===== src/verilog/adcc_pkg.sv =====
`default_nettype none
package adcc_pkg;
  // -------------------------------------------------------------------
  // configuration register
  // -------------------------------------------------------------------
  localparam logic [7:0]  CFG_OFS     = 8'h90;
  localparam logic [3:0]  ADDR_PREFIX = CFG_OFS[7:4];
  localparam logic [7:0]  CFG_RST     = 8'h80;
  localparam int          FLAG_BIT    = 7;
  localparam int          SC_BIT      = 4;
  localparam int          RATE_HI_BIT = 3;
  localparam int          RATE_LO_BIT = 2;
  localparam int          GAIN_HI_BIT = 1;
  localparam int          GAIN_LO_BIT = 0;
  localparam int          CFG_LOW_W   = 5;
  localparam logic [1:0]  CFG_PAD     = 2'h0;
  // -------------------------------------------------------------------
  // result register and limits per rate
  // -------------------------------------------------------------------
  localparam logic [15:0] RES_RST     = 16'h0000;
  localparam logic [1:0]  RATE_480    = 2'h0;
  localparam logic [1:0]  RATE_240    = 2'h1;
  localparam logic [1:0]  RATE_60     = 2'h2;
  localparam logic [1:0]  RATE_30     = 2'h3;
  localparam logic [15:0] LIM_480     = 16'h07FF;
  localparam logic [15:0] LIM_240     = 16'h0FFF;
  localparam logic [15:0] LIM_60      = 16'h3FFF;
  localparam logic [15:0] LIM_30      = 16'h7FFF;
  localparam logic [1:0]  GAIN_X1     = 2'h0;
  localparam logic [1:0]  GAIN_X2     = 2'h1;
  localparam logic [1:0]  GAIN_X4     = 2'h2;
  localparam logic [1:0]  GAIN_X8     = 2'h3;
  // -------------------------------------------------------------------
  // serial target
  // -------------------------------------------------------------------
  localparam logic [3:0]  BYTE_BITS   = 4'h8;
  localparam logic [1:0]  IDX_HI      = 2'h0;
  localparam logic [1:0]  IDX_LO      = 2'h1;
  localparam logic [1:0]  IDX_CFG     = 2'h2;
  // capture on the third edge, once the second strap flop holds the pins
  localparam logic [1:0]  STRAP_WAIT  = 2'h3;
  typedef enum logic [2:0] {
    I2C_IDLE  = 3'b000,
    I2C_ADDR  = 3'b001,
    I2C_AACK  = 3'b010,
    I2C_WDATA = 3'b011,
    I2C_WACK  = 3'b100,
    I2C_RDATA = 3'b101,
    I2C_RACK  = 3'b110
  } adcc_i2c_t;
  typedef enum logic [0:0] {
    SEQ_IDLE = 1'b0,
    SEQ_RUN  = 1'b1
  } adcc_seq_t;
endpackage : adcc_pkg
`default_nettype wire


===== src/verilog/adcc_conv_seq.sv =====
`timescale 1ns/1ps
`default_nettype none
module adcc_conv_seq
  import adcc_pkg::*;
(
  input  wire logic core_clk,   // core clock
  input  wire logic rst,        // sync reset, high
  input  wire logic single_sel, // single-shot mode selected
  input  wire logic start_req,  // host start, idle only
  input  wire logic conv_done,  // converter finished
  output var  logic conv_start, // start pulse to converter
  output var  logic pwr_down,   // converter powered down
  output var  logic busy,       // conversion running
  output var  logic done_ev     // result to be loaded
);
  import adcc_pkg::*;

  adcc_seq_t st_q;
  logic      conv_start_q;
  logic      pwr_down_q;
  wire logic go_idle = (st_q == SEQ_IDLE) && (!single_sel || start_req);

  assign busy       = (st_q == SEQ_RUN);
  assign done_ev    = busy && conv_done;
  assign conv_start = conv_start_q;
  assign pwr_down   = pwr_down_q;

  always_ff @(posedge core_clk) begin
    if (rst) begin
      st_q         <= SEQ_IDLE;
      conv_start_q <= 1'b0;
      pwr_down_q   <= 1'b1;
    end else begin
      conv_start_q <= 1'b0;
      case (st_q)
        SEQ_IDLE: begin
          if (go_idle) begin
            st_q         <= SEQ_RUN;
            conv_start_q <= 1'b1;
            pwr_down_q   <= 1'b0;
          end
        end
        SEQ_RUN: begin
          if (done_ev && single_sel) begin
            st_q       <= SEQ_IDLE;
            pwr_down_q <= 1'b1;
          end else if (done_ev) begin
            conv_start_q <= 1'b1;
          end
        end
        default: st_q <= SEQ_IDLE;
      endcase
    end
  end
endmodule : adcc_conv_seq
`default_nettype wire


===== src/verilog/adcc_ctrl.sv =====
// Behaviour
// - result clamped to width set by rate
// - results are signed two's complement
// - continuous: load result, restart at once
// - single: idle until host sets flag
// - single done: store, clear flag, power down
// - start write ignored while converting
// - continuous to single: finish, clear, power down
// - power-up reset restores all defaults
// - target only; sda driven low only
// - answer only own three-bit address
// - address from two three-level straps
// - sixteen-bit result register readable
// - result zero until first conversion
// - config register, reset value 80 hex
// - single: write one starts, zero nothing
// - continuous: written flag value discarded
// - continuous: flag low unread, high read
// - single: flag high running, low done
// - mode bit one single, zero continuous
// - rate bits select samples per second
// - gain bits select gain one to eight
`timescale 1ns/1ps
`default_nettype none
module adcc_ctrl
  import adcc_pkg::*;
(
  input  wire logic        core_clk,          // 125 MHz core clock
  input  wire logic        rst,               // sync reset, high
  input  wire logic        scl_in,            // serial clock pin
  input  wire logic        sda_in,            // serial data pin level
  output var  logic        sda_out,           // data drive value
  output var  logic        sda_oe,            // high pulls sda low
  input  wire logic        addr_strap_first_lvl,  // strap one level
  input  wire logic        addr_strap_first_flt,  // strap one floating
  input  wire logic        addr_strap_second_lvl, // strap two level
  input  wire logic        addr_strap_second_flt, // strap two floating
  input  wire logic        conv_done,         // conversion finished
  input  wire logic [15:0] conv_data,         // raw signed result
  output var  logic        conv_start,        // start pulse
  output var  logic        pwr_down,          // converter off
  output var  logic        rate_select_hi,    // rate code msb
  output var  logic        rate_select_lo,    // rate code lsb
  output var  logic        gain_select_hi,    // gain code msb
  output var  logic        gain_select_lo     // gain code lsb
);
  import adcc_pkg::*;

  // -------------------------------------------------------------------
  // pin synchronisers
  // -------------------------------------------------------------------
  logic [1:0] scl_s_q;
  logic [1:0] sda_s_q;
  logic       scl_d_q;
  logic       sda_d_q;
  logic [3:0] strap_s1_q;
  logic [3:0] strap_s2_q;

  always_ff @(posedge core_clk) begin
    if (rst) begin
      scl_s_q    <= 2'h3;
      sda_s_q    <= 2'h3;
      scl_d_q    <= 1'b1;
      sda_d_q    <= 1'b1;
      strap_s1_q <= 4'h0;
      strap_s2_q <= 4'h0;
    end else begin
      scl_s_q    <= {scl_s_q[0], scl_in};
      sda_s_q    <= {sda_s_q[0], sda_in};
      scl_d_q    <= scl_s_q[1];
      sda_d_q    <= sda_s_q[1];
      strap_s1_q <= {addr_strap_first_flt, addr_strap_first_lvl,
                     addr_strap_second_flt, addr_strap_second_lvl};
      strap_s2_q <= strap_s1_q;
    end
  end

  wire logic scl_s      = scl_s_q[1];
  wire logic sda_s      = sda_s_q[1];
  wire logic scl_rise   = scl_s && !scl_d_q;
  wire logic scl_fall   = !scl_s && scl_d_q;
  wire logic start_det  = scl_s && scl_d_q && sda_d_q && !sda_s;
  wire logic stop_det   = scl_s && scl_d_q && !sda_d_q && sda_s;

  // -------------------------------------------------------------------
  // strap address, caught once after reset release
  // -------------------------------------------------------------------
  wire logic       f_flt = strap_s2_q[3];
  wire logic       f_lvl = strap_s2_q[2];
  wire logic       s_flt = strap_s2_q[1];
  wire logic       s_lvl = strap_s2_q[0];
  wire logic [2:0] strap_addr = f_flt ? {s_lvl, 2'h3}
                              : {f_lvl, s_flt ? 2'h2 : {1'b0, s_lvl}};
  wire logic       strap_ok = !(f_flt && s_flt);
  logic [1:0] settle_q;
  logic [2:0] addr_q;
  logic       addr_ok_q;

  always_ff @(posedge core_clk) begin
    if (rst) begin
      settle_q  <= 2'h0;
      addr_q    <= 3'h0;
      addr_ok_q <= 1'b0;
    end else if (settle_q != STRAP_WAIT) begin
      settle_q <= settle_q + 2'h1;
      if (settle_q == STRAP_WAIT - 2'h1) begin
        addr_q    <= strap_addr;
        addr_ok_q <= strap_ok; // both floating never answers
      end
    end
  end

  // -------------------------------------------------------------------
  // serial target
  // -------------------------------------------------------------------
  adcc_i2c_t  st_q;
  logic [3:0] cnt_q;
  logic [7:0] sh_q;
  logic [7:0] tx_q;
  logic [7:0] snap_lo_q;
  logic [1:0] idx_q;
  logic       ack_q;
  logic       oe_q;
  logic       sda_out_q;
  logic [4:0] cfg_q;
  logic       flag_q;
  logic [15:0] res_q;

  wire logic [7:0] cfg_rd  = {flag_q, CFG_PAD, cfg_q};
  wire logic addr_hit = addr_ok_q && (sh_q[7:4] == ADDR_PREFIX)
                        && (sh_q[3:1] == addr_q);
  wire logic byte_end = scl_fall && (cnt_q == BYTE_BITS);
  wire logic in_rx    = (st_q == I2C_ADDR) || (st_q == I2C_WDATA);
  wire logic [7:0] nxt_byte = (idx_q == IDX_HI) ? snap_lo_q : cfg_rd;
  // only the first byte of a write counts; later ones are acked
  wire logic wr_cfg      = (st_q == I2C_WDATA) && byte_end
                           && (idx_q == IDX_HI);
  wire logic rd_low_done = (st_q == I2C_RACK) && scl_rise
                           && (idx_q == IDX_LO);

  always_ff @(posedge core_clk) begin
    if (rst) begin
      st_q      <= I2C_IDLE;
      cnt_q     <= 4'h0;
      sh_q      <= 8'h00;
      tx_q      <= 8'h00;
      snap_lo_q <= 8'h00;
      idx_q     <= IDX_HI;
      ack_q     <= 1'b0;
      oe_q      <= 1'b0;
    end else if (start_det) begin
      st_q  <= I2C_ADDR;
      cnt_q <= 4'h0;
      idx_q <= IDX_HI;
      oe_q  <= 1'b0;
    end else if (stop_det) begin
      st_q <= I2C_IDLE;
      oe_q <= 1'b0;
    end else if (scl_rise) begin
      if (in_rx) begin
        sh_q  <= {sh_q[6:0], sda_s};
        cnt_q <= cnt_q + 4'h1;
      end else if (st_q == I2C_RDATA) begin
        cnt_q <= cnt_q + 4'h1;
      end else if (st_q == I2C_RACK) begin
        ack_q <= !sda_s;
      end
    end else if (scl_fall) begin
      case (st_q)
        I2C_ADDR: begin
          if (byte_end && addr_hit) begin
            st_q <= I2C_AACK;
            oe_q <= 1'b1;
          end else if (byte_end) begin
            st_q <= I2C_IDLE;
          end
        end
        I2C_WDATA: begin
          if (byte_end) begin
            st_q <= I2C_WACK;
            oe_q <= 1'b1;
          end
        end
        I2C_AACK: begin
          cnt_q <= 4'h0;
          if (sh_q[0]) begin
            st_q      <= I2C_RDATA;
            tx_q      <= res_q[15:8];
            snap_lo_q <= res_q[7:0];
            oe_q      <= !res_q[15];
          end else begin
            st_q <= I2C_WDATA;
            oe_q <= 1'b0;
          end
        end
        I2C_WACK: begin
          st_q  <= I2C_WDATA;
          cnt_q <= 4'h0;
          idx_q <= IDX_LO;
          oe_q  <= 1'b0;
        end
        I2C_RDATA: begin
          if (cnt_q == BYTE_BITS) begin
            st_q  <= I2C_RACK;
            cnt_q <= 4'h0;
            oe_q  <= 1'b0;
          end else begin
            tx_q <= {tx_q[6:0], 1'b0};
            oe_q <= !tx_q[6];
          end
        end
        I2C_RACK: begin
          if (ack_q) begin
            st_q  <= I2C_RDATA;
            tx_q  <= nxt_byte;
            oe_q  <= !nxt_byte[7];
            idx_q <= (idx_q == IDX_CFG) ? IDX_CFG : idx_q + 2'h1;
          end else begin
            st_q <= I2C_IDLE;
          end
        end
        default: st_q <= I2C_IDLE;
      endcase
    end
  end

  // open drain: the pad only ever pulls low
  always_ff @(posedge core_clk) begin
    if (rst) begin
      sda_out_q <= 1'b0;
    end else begin
      sda_out_q <= 1'b0;
    end
  end

  assign sda_out = sda_out_q;
  assign sda_oe  = oe_q;

  // -------------------------------------------------------------------
  // conversion control
  // -------------------------------------------------------------------
  logic busy;
  logic done_ev;
  wire logic single_sel = cfg_q[SC_BIT];
  // start only from a single-mode write while idle
  wire logic start_req = wr_cfg && sh_q[FLAG_BIT]
                         && sh_q[SC_BIT] && !busy;

  adcc_conv_seq u_seq (
    .core_clk   (core_clk),
    .rst        (rst),
    .single_sel (single_sel),
    .start_req  (start_req),
    .conv_done  (conv_done),
    .conv_start (conv_start),
    .pwr_down   (pwr_down),
    .busy       (busy),
    .done_ev    (done_ev)
  );

  // limit per rate; values are two's complement
  wire logic [1:0]  rate = cfg_q[RATE_HI_BIT:RATE_LO_BIT];
  wire logic [15:0] lim  = (rate == RATE_30)  ? LIM_30
                         : (rate == RATE_60)  ? LIM_60
                         : (rate == RATE_240) ? LIM_240 : LIM_480;
  wire logic over  = $signed(conv_data) > $signed(lim);
  wire logic under = $signed(conv_data) < $signed(~lim);
  wire logic [15:0] clamped = over ? lim : under ? ~lim : conv_data;

  // new result beats a same-cycle read so fresh data never looks stale
  wire logic flag_d = done_ev ? 1'b0
                    : start_req ? 1'b1
                    : (rd_low_done && !single_sel) ? 1'b1
                    : flag_q;

  always_ff @(posedge core_clk) begin
    if (rst) begin
      cfg_q  <= CFG_RST[CFG_LOW_W-1:0];
      flag_q <= CFG_RST[FLAG_BIT];
      res_q  <= RES_RST;
    end else begin
      flag_q <= flag_d;
      if (wr_cfg) begin
        cfg_q <= sh_q[CFG_LOW_W-1:0];
      end
      if (done_ev) begin
        res_q <= clamped;
      end
    end
  end

  assign rate_select_hi = cfg_q[RATE_HI_BIT];
  assign rate_select_lo = cfg_q[RATE_LO_BIT];
  assign gain_select_hi = cfg_q[GAIN_HI_BIT];
  assign gain_select_lo = cfg_q[GAIN_LO_BIT];
endmodule : adcc_ctrl
`default_nettype wire


===== config.mk =====
export PLATFORM = sky130hd
export DESIGN_NAME = adcc_ctrl
export DESIGN_NICKNAME = d
export VERILOG_FILES = /design/src/verilog/adcc_pkg.sv /design/src/verilog/adcc_conv_seq.sv /design/src/verilog/adcc_ctrl.sv
export SDC_FILE = /design/constraint.sdc
export NUM_CORES = 1
export LEC_CHECK = 0
export BUFFER_PORTS_ARGS = -buffer_cell sky130_fd_sc_hd__buf_2
export CAP_MARGIN = 25
export CORE_MARGIN = 2
export CORE_UTILIZATION = 41
export DETAILED_ROUTE_END_ITERATION = 8
export GPL_ROUTABILITY_DRIVEN = 0
export REMOVE_ABC_BUFFERS = 1
export SYNTH_ARGS = -nofsm -noshare
export SYNTH_HDL_FRONTEND = slang
export SYNTH_HIERARCHICAL = 1
export SYNTH_SLANG_ARGS = --single-unit

===== constraint.sdc =====
create_clock -name core_clk -period 2.55 [get_ports core_clk]
set_input_delay 0.3825 -clock core_clk [delete_from_list [all_inputs] [get_ports core_clk]]
set_output_delay 0.3825 -clock core_clk [all_outputs]
set_load 0.005 [all_outputs]

== After elaboration in Yosys (flattened, before gate mapping) ==
Cells that the tools add are included.

* Register bits: 79
* Bits of input ports: 25
* Output and inout port bits: 8
* Logic and storage cells: 174

* Add/sub/neg operators: 3
* $lt $le $gt $ge: 2
* Equal/unequal tests: 31
* Mux-type cells: 50
* Bitwise logic cells: 7
* Reduce and logical (&&, ||, !) cells: 57

{| class="wikitable"
|+ Operators by type and width
! kind !! number
|-
| $mux W16 || 2
|-
| $logic_and A1 B1 Y1 || 23
|-
| $mux W3 || 7
|-
| $mux W7 || 3
|-
| $pmux W7 S3 || 1
|-
| $mux W4 || 5
|-
| $reduce_and A5 Y1 || 4
|-
| $mux W1 || 18
|-
| $pmux W3 S6 || 1
|-
| $reduce_and A6 Y1 || 3
|-
| $gt A16 B16 Y1 || 1
|-
| $lt A16 B16 Y1 || 1
|-
| $not A15 Y16 || 1
|-
| $mux W15 || 1
|-
| $mux W14 || 1
|-
| $ne A2 B2 Y1 const B || 7
|-
| $mux W12 || 1
|-
| $reduce_bool A3 Y1 || 4
|-
| $logic_not A1 Y1 || 10
|-
| $eq A3 B3 Y1 const B || 3
|-
| $eq A2 B2 Y1 const B || 4
|-
| $eq A4 B4 Y1 const B || 2
|-
| $mux W8 || 1
|-
| $ne A4 B4 Y1 const B || 2
|-
| 26 further kinds || 44
|}

== Longest topological paths before layout ==
Gate-level depths: netlist of the first run.

* Depth in word-level cells: 12
* Mapped depth: 12
* Mapped depth without buffers: 11

== Cells and area by module ==
The synthesis of the first run kept the hierarchy.

{| class="wikitable"
|+ By module, submodules not included
! module !! instances !! cells an instance !! area each (um^2) !! seq. area each (um^2)
|-
| adcc_ctrl || 1 || 417 || 3732.3 || 1521.5
|-
| adcc_conv_seq || 1 || 11 || 113.9 || 60.1
|}

== Worst setup path before layout of the first run ==
Ideal clock, no wire load.

* Path type: reg-to-reg
* From: reg cfg_q[3]
* To: reg res_q[10]
* Library setup time: 91 ps
* Data arrival time: 2344 ps
* Required time: 2459 ps
* Setup slack: 116 ps
* Cell stages (with the launch flop): 13
* Path buffers: 2
* Period minus slack after synthesis: 2434 ps
* Path through: dfxtp_1 -> clkbuf_1 -> inv_1 -> ha_1 -> o21bai_1 -> a21oi_1 -> nor2_1 -> o21ai_0 -> ha_1 -> inv_1 -> clkbuf_1 -> nand2_1 -> a311oi_1

* Longest elaborated chain between the ends: 8
* Elaborated cells on any way between the ends: 11
* Classes of those cells: 2 x order compare; 3 x eq/ne; 5 x mux; 1 x bitwise

{| class="wikitable"
|+ RTL lines
! what !! line !! text
|-
| start: declaration || adcc_ctrl.sv:125 || <nowiki>logic [4:0] cfg_q;</nowiki>
|-
| start signal: assignment || adcc_ctrl.sv:278 || <nowiki>cfg_q <= CFG_RST[CFG_LOW_W-1:0];</nowiki>
|-
| start signal: assignment || adcc_ctrl.sv:284 || <nowiki>cfg_q <= sh_q[CFG_LOW_W-1:0];</nowiki>
|-
| $eq A2 B1 Y1 || adcc_ctrl.sv:265 || <nowiki>: (rate == RATE_240) ? LIM_240 : LIM_480;</nowiki>
|-
| $mux W12 || adcc_ctrl.sv:265 ||
|-
| $mux W14 || adcc_ctrl.sv:264 || <nowiki>: (rate == RATE_60) ? LIM_60</nowiki>
|-
| $mux W15 * || adcc_ctrl.sv:263 || <nowiki>wire logic [15:0] lim = (rate == RATE_30) ? LIM_30</nowiki>
|-
| $not A15 Y16 || adcc_ctrl.sv:267, adcc_ctrl.sv:268 ||
|-
| $lt A16 B16 Y1 || adcc_ctrl.sv:267 || <nowiki>wire logic under = $signed(conv_data) < $signed(~lim);</nowiki>
|-
| $mux W16 || adcc_ctrl.sv:268 || <nowiki>wire logic [15:0] clamped = over ? lim : under ? ~lim : conv_data;</nowiki>
|-
| $mux W16 * || adcc_ctrl.sv:268 ||
|-
| end signal: assignment || adcc_ctrl.sv:287 || <nowiki>res_q <= clamped;</nowiki>
|-
| end: declaration || adcc_ctrl.sv:127 || <nowiki>logic [15:0] res_q;</nowiki>
|}

Mark *: on every way between the ends. The rest lies on a longest branch, timed or not.
A chain may end at the register's enable or synchronous reset.

== Worst setup path after layout of the first run ==
* From: reg cfg_q[3]
* To: reg res_q[9]

The elaborated chain is that of the path after synthesis.

==> flow_metrics.env, run 1 <==
export IMPL_status="complete, no violations"
export IMPL_async_flop_share=0
export IMPL_finalCriticalPeriod_ns=2.30
export IMPL_clock_latency_ns=0.36
export IMPL_fin_ws_ns=0.250
export IMPL_max_slew_worst_pin_slew_ns=0.700
export IMPL_ys_ff_latch=79
export IMPL_hpwl_um=6210
export IMPL_routed_top_layer="met4"
export IMPL_routed_wl_um=8570
export IMPL_pin_count=33
export IMPL_fin_skew_ns=0.0159
export IMPL_grt_pass1_vias=2873
export IMPL_hold_viol=0
export IMPL_final_max_slew_violation_count=0
export IMPL_avgSynthCellArea_sq_um=8.99
export IMPL_cts_sinks=79
export IMPL_setup_violations=0
export IMPL_io_buffers=31
export IMPL_met3_length_um=243
export IMPL_period_share=0.902
export IMPL_critPathCaptureType="flop"
export IMPL_cts_tree="built"
export IMPL_initial_core_util=0.420
export IMPL_die_area_sq_um=10200
export IMPL_crit_fanout=11
export IMPL_overflow=0
export IMPL_grt_pass1_wl_um=14400
export IMPL_cts_root_buf="clkbuf_8"
export IMPL_num_fill_cells=916
export IMPL_die_x_um=101
export IMPL_placed_cell_area_sq_um=4110
export IMPL_grt_use_total=0.180
export IMPL_power_density_nw_per_um2=581
export IMPL_wl_met2_um=3940
export IMPL_max_slew_margin=0.533
export IMPL_cts_buffers=9
export IMPL_syn_area_sq_um=3850
export IMPL_area_growth_pct=12.7
export IMPL_viasPerCell=5.42
export IMPL_vias=3110
export IMPL_synth_seq_area_share=0.411
export IMPL_synth_cells=428
export IMPL_cts_reportedPaths_clkPinSlew_ns=0.09
export IMPL_htreeDepth=3
export IMPL_n_antenna_cell=0
export IMPL_drt_pass1_iter_count=4
export IMPL_antenna_found_initial=0
export IMPL_fin_area_sq_um=4330
export IMPL_ys_flop_type="dfxtp_1"
export IMPL_fmax_ghz=0.435
export IMPL_netlist_cell_type_count=57
export IMPL_clockBufferDepth=2
export IMPL_die_h_um=101
export IMPL_dp_slack_ns=0.179
export IMPL_cp_start_kind="flop"
export IMPL_wl_per_cell_um=14.9
export IMPL_grt_max_degree=38
export IMPL_critPathKind="flop to flop"
export IMPL_fin_nets=501
export IMPL_synth_top_cell_area_share=0.411
export IMPL_ant_nets=0
export IMPL_yosys_warnings=6
export IMPL_rows=35
export IMPL_hp_class="input pin to flop"
export IMPL_max_cap_violations=0
export IMPL_cp_arrival_ns=2.56
export IMPL_drt_iter0_markers=95
export IMPL_leakagePower_nw=1.79
export IMPL_vdd_drop_max_v=0.000337
export IMPL_hold_buffers=0
export IMPL_route_detailed_drc=0
export IMPL_core_sq_um=9150
export IMPL_drt_met1_wl_um=4290
export IMPL_final_setup_tns_ns=0
export IMPL_yosys_area_top_type="dfxtp_1"
export IMPL_crit_required_ns=2.81
export IMPL_yosys_top_cells_area="dfxtp_1 41%, mux2i_1 9.4%, nor2_1 6.1%, ha_1 5.9%, a311oi_1 3.0%"
export IMPL_rsz0062_at_grt="false"
export IMPL_final_cell_mix="79 x dfxtp_1, 63 x nor2_1, 36 x mux2i_1, 31 x buf_2, 30 x nand2_1"
export IMPL_synth_edf_count=0
export IMPL_final_common_cell="dfxtp_1"
export IMPL_drive_gt1_frac=0.164
==> sequential cells by signal, indices dropped and copies added (netlist names) <==
| signal | flops |
|---|---|
| sda_oe | 1 |
| cnt_q | 4 |
| strap_s2_q | 4 |
| snap_lo_q | 8 |
| sda_s_q | 2 |
| addr_ok_q | 1 |
| cfg_q | 5 |
| u_seq/busy | 1 |
| flag_q | 1 |
| st_q | 3 |
| ack_q | 1 |
| u_seq/conv_start | 1 |
| res_q | 16 |
| u_seq/pwr_down | 1 |
| sh_q | 8 |
| scl_s_q | 2 |
| addr_q | 3 |
| settle_q | 2 |
| tx_q | 7 |
| scl_d_q | 1 |
| strap_s1_q | 4 |
| idx_q | 2 |
| sda_d_q | 1 |
==> synth_stat cells (all sizes together) (2+ instances only) <==
cell type,number
a221o,6
a211oi,10
inv,21
xor2,5
nand4b,4
a21o,4
dfxtp,79
nand3b,3
nor4,3
a22oi,2
or2,6
and3b,4
and2,3
and3,2
a31oi,4
nor2b,11
mux2i,36
nand2b,5
a32oi,2
nor3,11
clkbuf,13
a21boi,2
a311oi,13
nor2,63
ha,18
nand2,30
nand4,4
a21oi,20
buf,10
o21bai,4
o21ai,11
nand3,5
==> report_power, final <==
part           internal, mW  switching, mW  total [mW]
logic                 0.104          0.138       0.241
clock network         0.464          0.497       0.961
registers              1.28         0.0340        1.32
total                  1.85          0.668        2.52
==> stage by stage <==
stage	cells	hold slack [ns]	utilization	total power [mW]
3_3_place_gp	557	0.396	0.449	1.57
2_1_floorplan	405	0.389	-	1.49
6_report	574	0.203	0.474	2.52
3_5_place_dp	557	0.399	0.449	1.58
5_1_grt	574	0.180	0.474	2.64
4_1_cts	573	0.190	0.471	2.54
==> critical path, stage by stage (launching register included) <==
cell and delay, ns:
dfxtp_1 0.42, inv_1 0.09, ha_1 0.31, o21bai_1 0.16
a21oi_1 0.09, nor2_1 0.09, o21ai_0 0.08, ha_1 0.38
clkinvlp_4 0.14, buf_12 0.13, nand2_1 0.05, a311oi_1 0.27
==> timing repair <==
| item | CTS | global route |
|---|---|---|
| gates resized for setup | 0 | 1 |
| setup endpoints to repair | 0 | 12 |
| setup buffers | 0 | 1 |
==> kinds of logic (layout without fill, tap and decap cells) <==
kind of cell,count (synthesis),count (layout),synth area share
compound gates,84,84,0.159
xor+xnor,5,5,0.0114
fa+ha+maj,18,18,0.0586
buf+inv,44,79,0.0485
flops,79,79,0.411
mux,37,37,0.0966
other cells,1,1,0.000975
simple gates,160,160,0.214
==> area by class of cell <==
cell class	count	area (sq um)	area share
clock buffers	9	124	0.0286
multi-input cells	305	2080	0.480
clock inverters	7	78.8	0.0182
inverters	21	82.6	0.0191
repair buffers	42	250	0.0577
well taps	111	139	0.0320
flip-flops and latches	79	1580	0.365
==> routing by layer <==
layer | global-route usage | up-vias
li1 | - | 1572
met1 | 0.244 | 1489
met5 | 0 | -
met4 | 0.0569 | 0
met2 | 0.285 | 44
met3 | 0.0430 | 5
==> path summary, 6_finish.rpt <==
path	start	end	slack [ns]	cells after the start
hold / removal	scl_in	scl_s_q[0]	0.20	2
setup / recovery	cfg_q[3]	res_q[9]	0.25	11
setup reg to reg	cfg_q[3]	res_q[9]	0.25	11
hold reg to reg	sda_s_q[0]	sda_s_q[1]	0.42	1
(Power assumes the default switching activity.)
==> run 2: changes to the inputs <==
--- a/config.mk
+++ b/config.mk
@@ -7,10 +7,8 @@
 export LEC_CHECK = 0
 export BUFFER_PORTS_ARGS = -buffer_cell sky130_fd_sc_hd__buf_2
 export CAP_MARGIN = 25
-export CORE_MARGIN = 2
 export CORE_UTILIZATION = 41
 export DETAILED_ROUTE_END_ITERATION = 8
-export GPL_ROUTABILITY_DRIVEN = 0
 export REMOVE_ABC_BUFFERS = 1
 export SYNTH_ARGS = -nofsm -noshare
 export SYNTH_HDL_FRONTEND = slang
==> run 2 against run 1 <==
Sequential power hardly changed. Via count fell by 1.1%. Die area fell by 3.9%. First-iteration DRC count is 69% higher. Largest cell class unchanged. Final area about the same. Clock power increased by 3.0%. Non-clock buffer count is 1 lower. Clock skew shrank 0.0028 ns. Count of clock-buffer cells in the layout unchanged. Register-to-register slack better by 0.03 ns.
==> flow_metrics.env, run 2 (same netlist as run 1, synthesis figures left out) <==
export IMPL_status="complete, no violations"
export IMPL_cp_arrival_ns=2.53
export IMPL_rsz0062_at_grt="false"
export IMPL_leakagePower_nw=1.79
export IMPL_largest_reg_flops=16
export IMPL_clockBufferDepth=2
export IMPL_hold_buffers=0
export IMPL_critPathCaptureType="flop"
export IMPL_vias=3075
export IMPL_vdd_drop_max_v=0.000257
export IMPL_critPathKind="flop to flop"
export IMPL_finalCriticalPeriod_ns=2.27
export IMPL_cts_buffers=9
export IMPL_drt_met1_wl_um=4070
export IMPL_grt_pass1_vias=2962
export IMPL_r2r_start="cfg_q[3]"
export IMPL_multi_input_area_sq_um=2080
export IMPL_power_density_nw_per_um2=588
export IMPL_gp_congestion=0.845
export IMPL_max_slew_margin=0.565
export IMPL_dp_slack_ns=0.200
export IMPL_pin_count=33
export IMPL_power_mw=2.55
export IMPL_route_detailed_drc=0
export IMPL_cts_sinks=79
export IMPL_cts_root_buf="clkbuf_8"
export IMPL_fin_skew_ns=0.0131
export IMPL_crit_fanout=11
export IMPL_hold_viol=0
export IMPL_cts_reportedPaths_clkPinSlew_ns=0.10
export IMPL_max_cap_violations=0
export IMPL_drt_pass1_iter_count=5
export IMPL_period_share=0.892
export IMPL_met3_length_um=405
export IMPL_io_buffers=31
export IMPL_initial_core_util=0.433
export IMPL_reg_top3="res_q x16, sh_q x8, snap_lo_q x8"
export IMPL_grt_pass1_wl_um=14400
export IMPL_core_sq_um=8890
export IMPL_fin_ws_ns=0.276
export IMPL_regArea_sq_um=1580
export IMPL_clock_latency_ns=0.36
export IMPL_max_slew_worst_pin_slew_ns=0.650
export IMPL_top_register="res_q"
export IMPL_viasPerCell=5.39
export IMPL_final_cell_mix="79 x dfxtp_1, 62 x nor2_1, 36 x mux2i_1, 31 x buf_2, 30 x nand2_1"
export IMPL_min_from="sda_in"
export IMPL_hpwl_um=6090
export IMPL_final_setup_tns_ns=0
export IMPL_routed_wl_um=8380
export IMPL_htreeDepth=3
export IMPL_rows=34
export IMPL_antenna_found_initial=0
export IMPL_die_area_sq_um=9770
export IMPL_hp_class="input pin to flop"
export IMPL_n_antenna_cell=0
export IMPL_cts_tree="built"
export IMPL_drt_iter0_markers=161
export IMPL_wl_met2_um=3790
export IMPL_final_common_cell="dfxtp_1"
export IMPL_area_growth_pct=12.7
export IMPL_final_max_slew_violation_count=0
export IMPL_fin_nets=500
export IMPL_grt_use_total=0.186
export IMPL_crit_start="cfg_q[3]"
export IMPL_ant_nets=0
export IMPL_die_h_um=98.9
export IMPL_fmax_ghz=0.440
export IMPL_crit_required_ns=2.81
export IMPL_die_x_um=98.9
export IMPL_num_fill_cells=851
export IMPL_routed_top_layer="met4"
export IMPL_overflow=0
export IMPL_cp_start_kind="flop"
export IMPL_setup_violations=0
export IMPL_drive_gt1_frac=0.165
export IMPL_grt_max_degree=33
export IMPL_wl_per_cell_um=14.7
## run 2: cell count changes in the layout (fill, tap and decap cells not counted), sizes merged
cell,previous run,this run
clkinvlp,3,2
buf,42,41
inv,23,24
## run 2: cell type report
cell class | count | share of cell area
Multi-Input combinational cell | 305 | 0.480
Inverter | 21 | 0.0191
Tap cell | 108 | 0.0312
Timing Repair Buffer | 41 | 0.0560
Sequential cell | 79 | 0.365
Clock inverter | 7 | 0.0199
Clock buffer | 9 | 0.0286
## run 2: final timing paths
path,end,slack (ns),cells past startpoint
max,res_q[9],0.28,11
min,sda_s_q[0],0.20,2
max reg2reg,res_q[9],0.28,11
min reg2reg,sda_s_q[1],0.42,1
## run 2: per-layer routing
| metal | GRT usage | up-vias |
|---|---|---|
| li1 | - | 1568 |
| met1 | 0.248 | 1412 |
| met2 | 0.299 | 85 |
| met3 | 0.0284 | 10 |
| met4 | 0.0792 | 0 |
| met5 | 0 | - |
## run 2: where the power goes
part / internal, mW / total [mW] / switching, mW
logic: 0.103 / 0.238 / 0.134
clock network: 0.475 / 0.990 / 0.515
registers: 1.28 / 1.32 / 0.0349
total: 1.86 / 2.55 / 0.684
## run 2: stage by stage
step	utilization	cell area [sq um]	hold WS, ns	std cells
5_1_grt	0.487	4330	0.188	570
2_1_floorplan	-	3740	0.389	405
3_3_place_gp	0.461	4100	0.397	553
4_1_cts	0.484	4310	0.190	569
3_5_place_dp	0.461	4100	0.393	553
6_report	0.487	4330	0.204	570
## run 2: critical path, cell delays in order (launching register included)
cell	delay, ns
dfxtp_1	0.41
inv_1	0.09
ha_1	0.33
o21bai_1	0.08
a21oi_1	0.14
nor2_1	0.05
o21ai_0	0.17
ha_1	0.34
clkinvlp_4	0.14
buf_12	0.12
nand2_1	0.06
a311oi_1	0.24
## run 2: timing repair
item / CTS / global route
buffers inserted: 0 / 1
setup endpoints to repair: 0 / 13
gates resized for setup: 0 / 2
==> run 3: changes to the inputs <==
--- a/config.mk
+++ b/config.mk
@@ -7,8 +7,10 @@
 export LEC_CHECK = 0
 export BUFFER_PORTS_ARGS = -buffer_cell sky130_fd_sc_hd__buf_2
 export CAP_MARGIN = 25
+export CORE_ASPECT_RATIO = 1.2
 export CORE_UTILIZATION = 41
 export DETAILED_ROUTE_END_ITERATION = 8
+export RECOVER_POWER = 25
 export REMOVE_ABC_BUFFERS = 1
 export SYNTH_ARGS = -nofsm -noshare
 export SYNTH_HDL_FRONTEND = slang
==> run 3 against run 2 <==
Sequential cell count did not move. Clock skew fell by 0.00077 ns. Worst setup slack got worse by 0.077 ns. Clock power decreased by 0.8%. Count of clock-buffer cells in the layout rose by 1. Worst hold slack got worse by 0.0078 ns. Sequential share of layout area increased by 0.13 points. Register-to-register slack worse by 0.08 ns. First-iteration DRC count is 42% lower. Combinational power hardly changed. Highest routed layer unchanged. Total power fell by 0.49%.
==> flow_metrics.env, run 3 (same netlist as run 1, synthesis figures left out) <==
export IMPL_final_cell_mix="79 x dfxtp_1, 63 x nor2_1, 36 x mux2i_1, 30 x nand2_1, 30 x buf_2"
export IMPL_hold_buffers=0
export IMPL_reg_top3="res_q x16, sh_q x8, snap_lo_q x8"
export IMPL_drive_gt1_frac=0.156
export IMPL_fin_cells=581
export IMPL_drt_pass1_iter_count=4
export IMPL_ctsResizeCount=0
export IMPL_max_slew_margin=0.0244
export IMPL_crit_required_ns=2.82
export IMPL_max_cap_violations=0
export IMPL_fmax_ghz=0.425
export IMPL_core_sq_um=9080
export IMPL_pin_count=33
export IMPL_cts_setup_buffers=0
export IMPL_area_growth_pct=12.3
export IMPL_die_h_um=108
export IMPL_grt_use_total=0.188
export IMPL_power_density_nw_per_um2=587
export IMPL_ant_nets=0
export IMPL_io_buffers=31
export IMPL_fin_nets=499
export IMPL_hold_viol=0
export IMPL_crit_buf_inv=2
export IMPL_top_register="res_q"
export IMPL_drt_iter0_markers=93
export IMPL_dp_slack_ns=0.182
export IMPL_grt_pass1_wl_um=14500
export IMPL_grt_pass1_vias=3109
export IMPL_viasPerCell=5.40
export IMPL_cts_buffers=9
export IMPL_cp_top_family="adder cells"
export IMPL_rsz0062_at_grt="true"
export IMPL_gp_congestion=0.891
export IMPL_timing_hold_ws_ns=0.196
export IMPL_clock_latency_ns=0.36
export IMPL_final_common_cell="dfxtp_1"
export IMPL_period_share=0.922
export IMPL_crit_fanout=13
export IMPL_cts_tree="built"
export IMPL_rows=38
export IMPL_max_slew_worst_pin_slew_ns=1.46
export IMPL_fin_ws_ns=0.199
export IMPL_setup_violations=0
export IMPL_htreeDepth=3
export IMPL_critPathKind="flop to flop"
export IMPL_final_max_slew_violation_count=0
export IMPL_die_x_um=90.4
export IMPL_initial_core_util=0.424
export IMPL_hpwl_um=6420
export IMPL_largest_reg_flops=16
export IMPL_overflow=0
export IMPL_num_fill_cells=913
export IMPL_clockBufferDepth=2
export IMPL_wl_per_cell_um=14.9
export IMPL_cp_arrival_ns=2.62
export IMPL_fin_util=0.475
export IMPL_cts_reportedPaths_clkPinSlew_ns=0.09
export IMPL_critPathMaxStageDelay_ns=0.42
export IMPL_vdd_drop_max_v=0.000382
export IMPL_status="complete, no violations"
export IMPL_n_antenna_cell=0
export IMPL_fin_area_sq_um=4320
export IMPL_cp_start_kind="flop"
export IMPL_antenna_found_initial=0
export IMPL_vias=3137
export IMPL_route_detailed_drc=0
export IMPL_finalCriticalPeriod_ns=2.35
export IMPL_leakagePower_nw=1.79
export IMPL_fin_skew_ns=0.0123
export IMPL_cts_root_buf="clkbuf_8"
export IMPL_die_area_sq_um=9770
export IMPL_placed_cells_incl_taps=565
export IMPL_path_cells="inv_1 -> ha_1 -> o21bai_1 -> a21oi_1 -> nor2_1 -> o21ai_0 -> ha_1 -> inv_1 -> nand2_1 -> a311oi_1"
export IMPL_placed_cell_area_sq_um=4110
export IMPL_critPathCaptureType="flop"
export IMPL_routed_wl_um=8660
export IMPL_slowest_stage="dfxtp_1"
export IMPL_cts_sinks=79
export IMPL_hp_class="input pin to flop"
export IMPL_grt_max_degree=35
run 3: cell types whose count changed in the layout (fill, tap and decap cells not counted), sizes merged:
cell / previous run / this run
clkinvlp: 2 / 0
inv: 24 / 25
clkbuf: 9 / 12
buf: 41 / 38
run 3: final timing paths:
path,start,to,slack (ns),cells after the start
max,cfg_q[3],res_q[3],0.20,10
min,sda_in,sda_s_q[0],0.20,2
max reg2reg,cfg_q[3],res_q[3],0.20,10
min reg2reg,sda_s_q[0],sda_s_q[1],0.42,1
run 3: final cells by class:
class                   count  area, sq um  area share
repair buffers             40          219      0.0507
inverters                  21         78.8      0.0183
well taps                 120          150      0.0348
multi-input cells         305         2080       0.481
clock buffers              10          138      0.0319
clock inverters             6         72.6      0.0168
flip-flops and latches     79         1580       0.366
run 3: through the flow:
stage / total power, mW / setup TNS [ns]
4_1_cts: 2.57 / 0
5_1_grt: 2.65 / -0.0147
2_1_floorplan: 1.49 / 0
6_report: 2.53 / 0
3_5_place_dp: 1.58 / 0
3_3_place_gp: 1.58 / 0
run 3: worst reg2reg max path: cells and delay by family (launching register included):
family	cells	cell delay [ns]
AND/OR/NAND/NOR	2	0.19
buffers and inverters	2	0.38
AO/OA/AOI/OAI	4	0.61
adder cells (fa/ha/maj)	2	0.67
flip-flops	1	0.42
run 3: where the power goes:
part | switching, mW | internal [mW]
sequential | 0.0332 | 1.28
combinational | 0.136 | 0.0987
clock | 0.488 | 0.494
run 3: layer usage:
| layer | vias up | share of wire | routed length (um) | global-route usage |
|---|---|---|---|---|
| met3 | 19 | 0.035 | 301 | 0.0338 |
| met5 | - | 0 | 0 | 0 |
| met2 | 67 | 0.49 | 4220 | 0.333 |
| met4 | 0 | 0.033 | 282 | 0.0991 |
| met1 | 1483 | 0.45 | 3860 | 0.216 |
| li1 | 1568 | - | - | - |
